## config.mk

```make
export PLATFORM = sky130hd
export DESIGN_NAME = lin_transceiver_control
export DESIGN_NICKNAME = d
export VERILOG_FILES = /design/src/shared/lin_pkg.sv /design/src/shared/timer_if.sv /design/src/rtl/lin_pin_sync.sv /design/src/rtl/lin_interval_timer.sv /design/src/rtl/lin_transceiver_control.sv
export VERILOG_INCLUDE_DIRS = /design/src /design/src/shared
export SDC_FILE = /design/constraint.sdc
export NUM_CORES = 1
export LEC_CHECK = 0
export BUFFER_PORTS_ARGS = -buffer_cell sky130_fd_sc_hd__buf_2
export CAP_MARGIN = 25
export CORE_ASPECT_RATIO = 0.7
export CORE_MARGIN = 2
export CORE_UTILIZATION = 60
export CTS_CLUSTER_DIAMETER = 40
export CTS_CLUSTER_SIZE = 12
export DETAILED_ROUTE_END_ITERATION = 8
export PLACE_DENSITY = 0.78
export SYNTH_ARGS = -nofsm -noshare
export SYNTH_HDL_FRONTEND = slang
export SYNTH_SLANG_ARGS = --single-unit
```

## constraint.sdc

```tcl
create_clock -name mclk_in -period 6.5 [get_ports mclk_in]
set_input_delay 1.625 -clock mclk_in [delete_from_list [all_inputs] [get_ports mclk_in]]
set_output_delay 1.625 -clock mclk_in [all_outputs]
set_load 0.1 [all_outputs]
```

## src/shared/lin_cfg.svh

```systemverilog
// Purpose: Constants for the transceiver control block: times, derived cycle counts, resets.
// Assumes: Core clock mclk_in at 10 MHz; every time is given in microseconds.
// Notes: Minimum times round up to whole cycles, and none is shorter than one cycle.
`ifndef LIN_CFG_SVH
`define LIN_CFG_SVH

`define LIN_CLK_KHZ 10000
`define LIN_WAKE_DOM_US 150
`define LIN_WAKE_DOM_CYC ((`LIN_WAKE_DOM_US * `LIN_CLK_KHZ + 999) / 1000 + 1)
`define LIN_MASK_US 25
`define LIN_MASK_CYC ((`LIN_MASK_US * `LIN_CLK_KHZ + 999) / 1000)
`define LIN_DOM_TOUT_US 10000
`define LIN_DOM_TOUT_CYC ((`LIN_DOM_TOUT_US * `LIN_CLK_KHZ + 999) / 1000)
`define LIN_SETTLE_CYC 3'h4
`define LIN_SYNC_W 4
`define LIN_SYNC_RESET 4'h7
`define LIN_SYNC_TXD 0
`define LIN_SYNC_BUS 1
`define LIN_SYNC_LINE 2
`define LIN_SYNC_SHORT 3
`define LIN_TIMER_W 24

`endif

```

## src/shared/lin_pkg.sv

```systemverilog
// Purpose: Types shared by the transceiver control modules.
// Assumes: Included after nothing else; holds types only.
// Notes: Constant values live in lin_cfg.svh.
package lin_pkg;
  typedef enum logic [0:0] {
    mode_active,
    mode_sleep
  } mode_type;
endpackage

```

## src/shared/timer_if.sv

```systemverilog
// Purpose: Carrier between the control logic and one interval timer.
// Assumes: The user side holds run high for as long as the interval is to be measured.
// Notes: Dropping run clears the count.
`timescale 1ns/1ps
interface timer_if #(
  parameter int W = 24
);
  logic run;
  logic [W-1:0] limit;
  logic expired;
  modport timer (input run, input limit, output expired);
  modport user (output run, output limit, input expired);
endinterface

```

## src/rtl/lin_pin_sync.sv

```systemverilog
// Purpose: Two-stage synchroniser for a group of asynchronous pin levels.
// Assumes: Each bit is an independent level; no bus coherency is implied.
// Notes: Only the second stage is visible outside.
`timescale 1ns/1ps
`include "lin_cfg.svh"
module lin_pin_sync
  import lin_pkg::*;
#(
  parameter int W = `LIN_SYNC_W,
  parameter logic [W-1:0] RESET_VAL = `LIN_SYNC_RESET
) (
  input wire logic mclk_in,
  input wire logic rst_n_in,
  input wire logic [W-1:0] async_in,
  output logic [W-1:0] sync_out
);
  logic [W-1:0] stage1_r;
  logic [W-1:0] stage2_r;
  logic [W-1:0] stage1_nxt;
  logic [W-1:0] stage2_nxt;

  always_comb begin
    stage1_nxt = async_in;
    stage2_nxt = stage1_r;
  end

  always_ff @(posedge mclk_in or negedge rst_n_in) begin
    if (!rst_n_in) begin
      stage1_r <= RESET_VAL;
      stage2_r <= RESET_VAL;
    end else begin
      stage1_r <= stage1_nxt;
      stage2_r <= stage2_nxt;
    end
  end

  assign sync_out = stage2_r;
endmodule

```

## src/rtl/lin_interval_timer.sv

```systemverilog
// Purpose: Saturating interval counter that flags once run has stood for limit cycles.
// Assumes: limit is at least one.
// Notes: expired is registered and falls in the cycle after run falls.
`timescale 1ns/1ps
`include "lin_cfg.svh"
module lin_interval_timer
  import lin_pkg::*;
#(
  parameter int W = `LIN_TIMER_W
) (
  input wire logic mclk_in,
  input wire logic rst_n_in,
  timer_if.timer t
);
  logic [W-1:0] count_r;
  logic [W-1:0] count_nxt;
  logic expired_r;
  logic expired_nxt;

  always_comb begin
    count_nxt = '0;
    if (t.run) begin
      count_nxt = (count_r >= t.limit) ? count_r : count_r + 1'b1;
    end
    expired_nxt = t.run && (count_nxt >= t.limit);
  end

  always_ff @(posedge mclk_in or negedge rst_n_in) begin
    if (!rst_n_in) begin
      count_r <= '0;
      expired_r <= 1'b0;
    end else begin
      count_r <= count_nxt;
      expired_r <= expired_nxt;
    end
  end

  assign t.expired = expired_r;
endmodule

```

## src/rtl/lin_transceiver_control.sv

```systemverilog
// Purpose: Digital control of the bus transmitter, fault/enable line and Sleep wake-up.
// Assumes: Pins arrive asynchronously; sleep_req_in comes from logic on mclk_in.
// Notes: The fault/enable line is open-drain; the wire level is resolved outside.
`timescale 1ns/1ps
`include "lin_cfg.svh"
module lin_transceiver_control
  import lin_pkg::*;
#(
  parameter int TIMER_W = `LIN_TIMER_W,
  parameter int DOM_TOUT_CYCLES = `LIN_DOM_TOUT_CYC,
  parameter int WAKE_CYCLES = `LIN_WAKE_DOM_CYC,
  parameter int MASK_CYCLES = `LIN_MASK_CYC
) (
  input wire logic mclk_in,
  input wire logic rst_n_in,
  input wire logic txd_in,
  input wire logic bus_sense_in,
  input wire logic fault_txen_line_in,
  input wire logic short_detect_in,
  input wire logic sleep_req_in,
  output logic fault_txen_line_out,
  output logic fault_txen_line_oe_n_out,
  output logic rxd_out,
  output logic bus_drive_out,
  output logic tx_enable_out,
  output logic mismatch_fault_out,
  output logic short_fault_out,
  output logic timeout_fault_out,
  output logic host_override_out,
  output logic sleep_out,
  output logic wake_out
);
  logic [`LIN_SYNC_W-1:0] pins_async;
  logic [`LIN_SYNC_W-1:0] pins_sync;
  logic txd_s;
  logic bus_s;
  logic line_s;
  logic short_s;

  // Pin levels pass two flip-flops before anything looks at them.
  assign pins_async[`LIN_SYNC_TXD] = txd_in;
  assign pins_async[`LIN_SYNC_BUS] = bus_sense_in;
  assign pins_async[`LIN_SYNC_LINE] = fault_txen_line_in;
  assign pins_async[`LIN_SYNC_SHORT] = short_detect_in;

  lin_pin_sync #(
    .W(`LIN_SYNC_W),
    .RESET_VAL(`LIN_SYNC_RESET)
  ) u_sync (
    .mclk_in(mclk_in),
    .rst_n_in(rst_n_in),
    .async_in(pins_async),
    .sync_out(pins_sync)
  );

  assign txd_s = pins_sync[`LIN_SYNC_TXD];
  assign bus_s = pins_sync[`LIN_SYNC_BUS];
  assign line_s = pins_sync[`LIN_SYNC_LINE];
  assign short_s = pins_sync[`LIN_SYNC_SHORT];

  timer_if #(.W(TIMER_W)) mask_t ();
  timer_if #(.W(TIMER_W)) dom_t ();
  timer_if #(.W(TIMER_W)) wake_t ();

  lin_interval_timer #(.W(TIMER_W)) u_mask_timer (
    .mclk_in(mclk_in),
    .rst_n_in(rst_n_in),
    .t(mask_t)
  );

  lin_interval_timer #(.W(TIMER_W)) u_dom_timer (
    .mclk_in(mclk_in),
    .rst_n_in(rst_n_in),
    .t(dom_t)
  );

  lin_interval_timer #(.W(TIMER_W)) u_wake_timer (
    .mclk_in(mclk_in),
    .rst_n_in(rst_n_in),
    .t(wake_t)
  );

  // Mode group: Active or Sleep, with a one-cycle wake pulse.
  mode_type mode_r;
  mode_type mode_nxt;
  logic bus_prev_r;
  logic bus_prev_nxt;
  logic wake_r;
  logic wake_nxt;
  logic active;

  assign active = (mode_r == mode_active);

  // The wake timer runs only while the bus sits dominant during Sleep.
  assign wake_t.run = (mode_r == mode_sleep) && !bus_s;
  assign wake_t.limit = TIMER_W'(WAKE_CYCLES);

  always_comb begin
    mode_nxt = mode_r;
    wake_nxt = 1'b0;
    bus_prev_nxt = bus_s;
    unique case (mode_r)
      mode_active: begin
        if (sleep_req_in) begin
          mode_nxt = mode_sleep;
        end
      end
      mode_sleep: begin
        // A rising edge wakes only if the preceding dominant phase was long enough.
        if (!bus_prev_r && bus_s && wake_t.expired) begin
          mode_nxt = mode_active;
          wake_nxt = 1'b1;
        end
      end
    endcase
  end

  always_ff @(posedge mclk_in or negedge rst_n_in) begin
    if (!rst_n_in) begin
      mode_r <= mode_active;
      wake_r <= 1'b0;
      bus_prev_r <= 1'b1;
    end else begin
      mode_r <= mode_nxt;
      wake_r <= wake_nxt;
      bus_prev_r <= bus_prev_nxt;
    end
  end

  // Both transmit timers measure how long the transmit input has been low.
  assign mask_t.run = active && !txd_s;
  assign mask_t.limit = TIMER_W'(MASK_CYCLES);
  assign dom_t.run = active && !txd_s;
  assign dom_t.limit = TIMER_W'(DOM_TOUT_CYCLES);

  // Fault group: registered causes, line pull, settle window and transmitter gating.
  logic mismatch_r;
  logic mismatch_nxt;
  logic short_r;
  logic short_nxt;
  logic dom_lock_r;
  logic dom_lock_nxt;
  logic pull_r;
  logic pull_nxt;
  logic [2:0] settle_r;
  logic [2:0] settle_nxt;
  logic tx_en_r;
  logic tx_en_nxt;
  logic drive_r;
  logic drive_nxt;
  logic rxd_r;
  logic rxd_nxt;
  logic override_r;
  logic override_nxt;
  logic settled;
  logic host_low;

  // The sensed line lags our own pull by the synchroniser, so its level is only
  // trusted once the settle window after each change of pull has run out.
  assign settled = (settle_r == 3'h0);

  // Line low while we release it can only be the host switching the transmitter off.
  assign host_low = settled && !pull_r && !line_s;

  always_comb begin
    mismatch_nxt = 1'b0;
    short_nxt = 1'b0;
    dom_lock_nxt = dom_lock_r;
    if (active) begin
      // Transmit low while the bus stays recessive is contention or a short to supply;
      // the first part of each low phase is masked to cover bus propagation.
      mismatch_nxt = !txd_s && bus_s && mask_t.expired && !host_low;
      short_nxt = short_s && !host_low;
      if (!txd_s && dom_t.expired) begin
        dom_lock_nxt = 1'b1;
      end else if (txd_s) begin
        dom_lock_nxt = 1'b0;
      end
    end else begin
      dom_lock_nxt = 1'b0;
    end

    // Any fault pulls the open-drain line; it is released once all have cleared.
    pull_nxt = mismatch_nxt || short_nxt || dom_lock_nxt;

    if (pull_nxt != pull_r) begin
      settle_nxt = `LIN_SETTLE_CYC;
    end else if (!settled) begin
      settle_nxt = settle_r - 3'h1;
    end else begin
      settle_nxt = settle_r;
    end

    // The transmitter follows the line level: a host holding it high overrules
    // mismatch and short, but never a dominant time-out.
    tx_en_nxt = active && line_s && (settle_nxt == 3'h0) && !dom_lock_nxt;

    override_nxt = pull_nxt && (settle_nxt == 3'h0) && line_s && !dom_lock_nxt;

    // The driver is dominant only while enabled and transmitting a low.
    drive_nxt = tx_en_nxt && !txd_s;

    rxd_nxt = bus_s;
  end

  always_ff @(posedge mclk_in or negedge rst_n_in) begin
    if (!rst_n_in) begin
      mismatch_r <= 1'b0;
      short_r <= 1'b0;
      dom_lock_r <= 1'b0;
      pull_r <= 1'b0;
      settle_r <= `LIN_SETTLE_CYC;
      tx_en_r <= 1'b0;
      drive_r <= 1'b0;
      rxd_r <= 1'b1;
      override_r <= 1'b0;
    end else begin
      mismatch_r <= mismatch_nxt;
      short_r <= short_nxt;
      dom_lock_r <= dom_lock_nxt;
      pull_r <= pull_nxt;
      settle_r <= settle_nxt;
      tx_en_r <= tx_en_nxt;
      drive_r <= drive_nxt;
      rxd_r <= rxd_nxt;
      override_r <= override_nxt;
    end
  end

  // The line is only ever pulled low or released, never driven high.
  assign fault_txen_line_out = 1'b0;
  assign fault_txen_line_oe_n_out = !pull_r;
  assign rxd_out = rxd_r;
  assign bus_drive_out = drive_r;
  assign tx_enable_out = tx_en_r;
  assign mismatch_fault_out = mismatch_r;
  assign short_fault_out = short_r;
  assign timeout_fault_out = dom_lock_r;
  assign host_override_out = override_r;
  assign sleep_out = (mode_r == mode_sleep);
  assign wake_out = wake_r;
endmodule

```

==> flow_results.org <==
** Power
- Net switching power of the design :: roughly 270 µW
- Reg power frac :: 0.566
- Cell internal power was estimated by the tool at around 840 µW.
- For this design the ratio of total power to cell area is 238 mW/mm².
- Of the total power, the share spent switching nets is 0.244.
- Lkg Pwr :: 0.00217 µW
- Proportion of power drawn by combinational gates :: 0.082
- Of the total power, the clock network draws 0.352.
- Worst vdd ir :: 164 µV

** Final layout
- Final core utilization :: 0.682
- Non-filler cells in the finished layout :: 510
- Post-layout net count :: 427
- Top library cells by usage in the layout, fill and taps aside :: 88 x sky130_fd_sc_hd__dfrtp_1, 45 x sky130_fd_sc_hd__and2_1, 40 x sky130_fd_sc_hd__nor2_1
- Count of inserted antenna diode cells :: 0
- The filler cells instantiated in the layout total 530.
- Multi-input combinational cell area :: between 0.0015 and 0.002 mm²
- The area growth from synthesis to layout is 8.94%.
- Summing all non-filler instances in the final layout gives an area of ~0.0046 mm².
- Fraction of layout instances using a drive strength above 1 :: 0.127
- Leaving out fill and tap cells, the most frequent cell in the layout is sky130_fd_sc_hd__dfrtp_1.
- Footprint of the flip-flops and latches :: ~0.0024 mm²

** Die
- Effective utilization at floorplan :: 0.626
- The die covers 0.00781 mm².
- Die boundary height :: 74.6 µm
- Die X-Extent :: 105 µm
- Top-level port count :: 18
- Core footprint :: 0.00682 mm²
- After floorplanning, the core was divided into 25 placement rows.

** Worst setup path
- The worst setup path is captured at an output port.
- Arr. time, crit path :: between 1000 and 1500 ps
- The number of cells on the worst reg-to-reg path is 7.
- Across all register-to-register paths, the minimum setup slack is around 3900 ps.
- Startpoint of the lowest-slack register-to-register path :: u_dom_timer.count_r[12]$_DFF_PN0_
- Required time of the critical path :: about 4900 ps
- Of all nets on the critical path, the largest fanout is 3.
- The critical path is of the reg2out type.
- Endpoint of the worst register-to-register path :: u_dom_timer.t.expired$_DFF_PN0_
- Nature of the critical path startpoint :: register

** Routing
- The routed design has a little under 8000 µm of wire.
- The detailed router placed between 2000 and 3000 vias in this run.
- Iteration count of the initial detailed-routing pass :: 4
- Via/cell ratio :: about 5.6
- The count of nets left with antenna violations once routing finished came out at 0.
- In the routed design, unresolved DRC markers number 0.
- Drt wl/cell :: around 15 µm
- Initial drt markers :: 134

** GRT
- The number of global-route vias before repair was 2771.
- The first global-routing pass estimated roughly 13000 µm of wire.
- Entering global routing, the biggest net connects 70 pins.
- Summed over all layers, the global routing overflow is 0.
- Total Routing Usage GR :: 0.226
- Number of antenna violations at the first check in global routing :: 0

** Synth
- Yosys Warn Count :: 0
- For this run, the register share of the synthesized area comes to 0.565.
- When the netlist entered floorplanning its net count stood at ~410.
- Proportion of netlist area held by the largest area contributor :: 0.516
- After synthesis, the mean cell area works out to 10.9 µm².
- After synthesis, the cell types taking the most area are sky130_fd_sc_hd__dfrtp_1 52%, sky130_fd_sc_hd__and2_1 6.6%, sky130_fd_sc_hd__dfstp_2 4.9%.
- Synthesized flop and latch total :: 96
- Cell taking the most area after synthesis :: sky130_fd_sc_hd__dfrtp_1
- Post-Syn Instances :: about 390
- In this run the cell area of the synthesized design comes to 0.00427 mm².
- The synthesized netlist contains between 50 and 60 unique library cells.

** Min path
- The worst hold path was traced through 0 stages.
- The min-delay analysis places its worst path in the category reg2reg.
- The path with the worst hold slack has its endpoint at u_sync.sync_out[3]$_DFF_PN0_.
- The startpoint identified for the worst hold timing path is u_sync.stage1_r[3]$_DFF_PN0_.

** Timing
- Adding up every negative setup slack in the final design gives 0 ps.
- Headroom to the max-slew limit :: 0.368
- Final setup violation count :: 0
- Setup repair after global routing left no endpoint under its margin.
- Final worst clock skew :: 6.55 ps
- Max Transition Viols Final :: 0
- Fraction of the cycle the final worst path needs :: 0.457
- Actual slew at the worst max-slew pin :: about 950 ps
- Static timing analysis puts the maximum clock frequency at roughly 0.34 GHz.
- The worst path in the final design needs a cycle of slightly below 3000 ps, including I/O delays and setup.
- The number of hold violations in the final report is 0.

** CTS
- Number of hold buffers added after cts :: 0
- Clock slew at the register clock pins of the worst setup and hold paths :: ~90 ps
- Count of clock tree sinks :: 96
- TritonCTS built the clock tree.
- Library cell used as clock root buffer :: sky130_fd_sc_hd__clkbuf_8
- Clock latency reported for the late side of the worst-skew pair :: 370 ps
- Gates resized during post-CTS repair numbered 0.
- Number of buffers inserted during clock tree synthesis :: 9
- The H-tree generated during clock tree synthesis spans 3 levels.
- Post-CTS setup-driven buffer insertion count :: 0
- Maximum buffer depth of the clock tree :: 2

** Run status
- Run status :: complete, no violations

** Place
- Routability-driven placement finished with a final weighted congestion of between 0.8 and 0.9.
- The placed instances occupy a cell area of 0.00445 mm².
- Count of buffers inserted at the top-level ports :: 16
- Once placement completed, the tool counted placed cells totaling between 400 and 500.
- Detailed placement finished with a half-perimeter wire length of 5380 µm.

** Run
- Number of violations of the max-capacitance limit :: 0
kinds of logic after synthesis:
| kind of cell | Yosys count | share of synthesized area |
|---|---|---|
| and+or+nand+nor | 185 | 0.248 |
| DFF | 96 | 0.565 |
| AOI/OAI and AO/OA | 41 | 0.0692 |
| xor gates and xnor gates | 28 | 0.0575 |
| buffers and inverters | 28 | 0.0261 |
| adders and majority gates | 9 | 0.0264 |
| muxes | 3 | 0.00704 |
| other | 1 | 0.000879 |
registers in the layout, summed over array words and instances (netlist names):
signal / cells
wake_out: 1
u_mask_timer.t.expired: 1
u_wake_timer.count_r: 24
u_dom_timer.count_r: 24
short_fault_out: 1
tx_enable_out: 1
timeout_fault_out: 1
sleep_out: 1
rxd_out: 1
host_override_out: 1
u_dom_timer.t.expired: 1
settle_r: 3
u_mask_timer.count_r: 24
u_wake_timer.t.expired: 1
mismatch_fault_out: 1
u_sync.sync_out: 4
u_sync.stage1_r: 4
bus_drive_out: 1
pull_r: 1
cell usage after synthesis (all sizes together):
cell,instances
o22ai,1
or3,6
a31oi,3
mux2i,3
nor2b,2
and4b,1
a41oi,1
inv,18
nand3,8
nor2,41
a211oi,4
a221oi,1
xor2,10
nor3,10
nand4,14
or4,2
o31ai,1
nor4,18
dfrtp,88
or2,3
and4,4
clkbuf,7
o21ai,10
and2,45
conb,1
o2111ai,2
nor3b,2
buf,3
o211ai,1
a2111oi,4
and3,6
a21oi,11
dfstp,8
nand2,18
xnor2,18
a41o,2
nand2b,2
ha,9
nor4b,2
nand4b,1
routing by layer:
layer / global-route usage / up-vias / routed length, µm
met1: 0.313 / 1396 / 3930
met4: 0.0667 / 0 / 84
met3: 0.0850 / 10 / 370
met5: 0 / - / 0
li1: - / 1408 / -
met2: 0.340 / 54 / 3450
metrics by stage:
step / setup WS [ps] / total power [µW] / hold WS, ps
after CTS: 3510 / 1120 / 356
after detailed placement: 3750 / 730 / 336
final: 3530 / 1110 / 355
after floorplan: 3870 / 698 / 331
after global placement: 3760 / 722 / 334
after global routing: 3470 / 1170 / 365
critical path, stage by stage (launching register included):
cell,delay [ps]
sky130_fd_sc_hd__dfrtp_1,430
sky130_fd_sc_hd__inv_1,110
sky130_fd_sc_hd__buf_2,430
how the worst max path moves through the flow:
| stage | from | end | slack, ps | cells after the start |
|---|---|---|---|---|
| 2_1_floorplan | pull_r$_DFF_PN0_ | fault_txen_line_oe_n_out | 3870 | 1 |
| 3_3_place_gp | rst_n_in | u_mask_timer.count_r[15]$_DFF_PN0_ | 3760 | 2 |
| 3_5_place_dp | rst_n_in | u_wake_timer.count_r[19]$_DFF_PN0_ | 3750 | 2 |
| 4_1_cts | pull_r$_DFF_PN0_ | fault_txen_line_oe_n_out | 3510 | 2 |
| 5_1_grt | sleep_out$_DFF_PN0_ | sleep_out | 3470 | 1 |
| 6_report | pull_r$_DFF_PN0_ | fault_txen_line_oe_n_out | 3530 | 2 |
power by group through the flow:
stage / Combinational, µW / Clock [µW] / Sequential (µW)
2_1_floorplan: 59.5 / 0 / 638
3_3_place_gp: 83.7 / 0 / 638
3_5_place_dp: 91.5 / 0 / 638
4_1_cts: 92.2 / 404 / 627
5_1_grt: 104 / 432 / 629
6_report: 90.7 / 390 / 627
area by class of cell:
type,count,area share
clock buffers,10,0.0296
clock inverters,6,0.0140
inverters,18,0.0145
multi-input cells,267,0.375
flip-flops and latches,96,0.519
well taps,94,0.0253
repair buffers,19,0.0226
(Power assumes the default switching activity.)
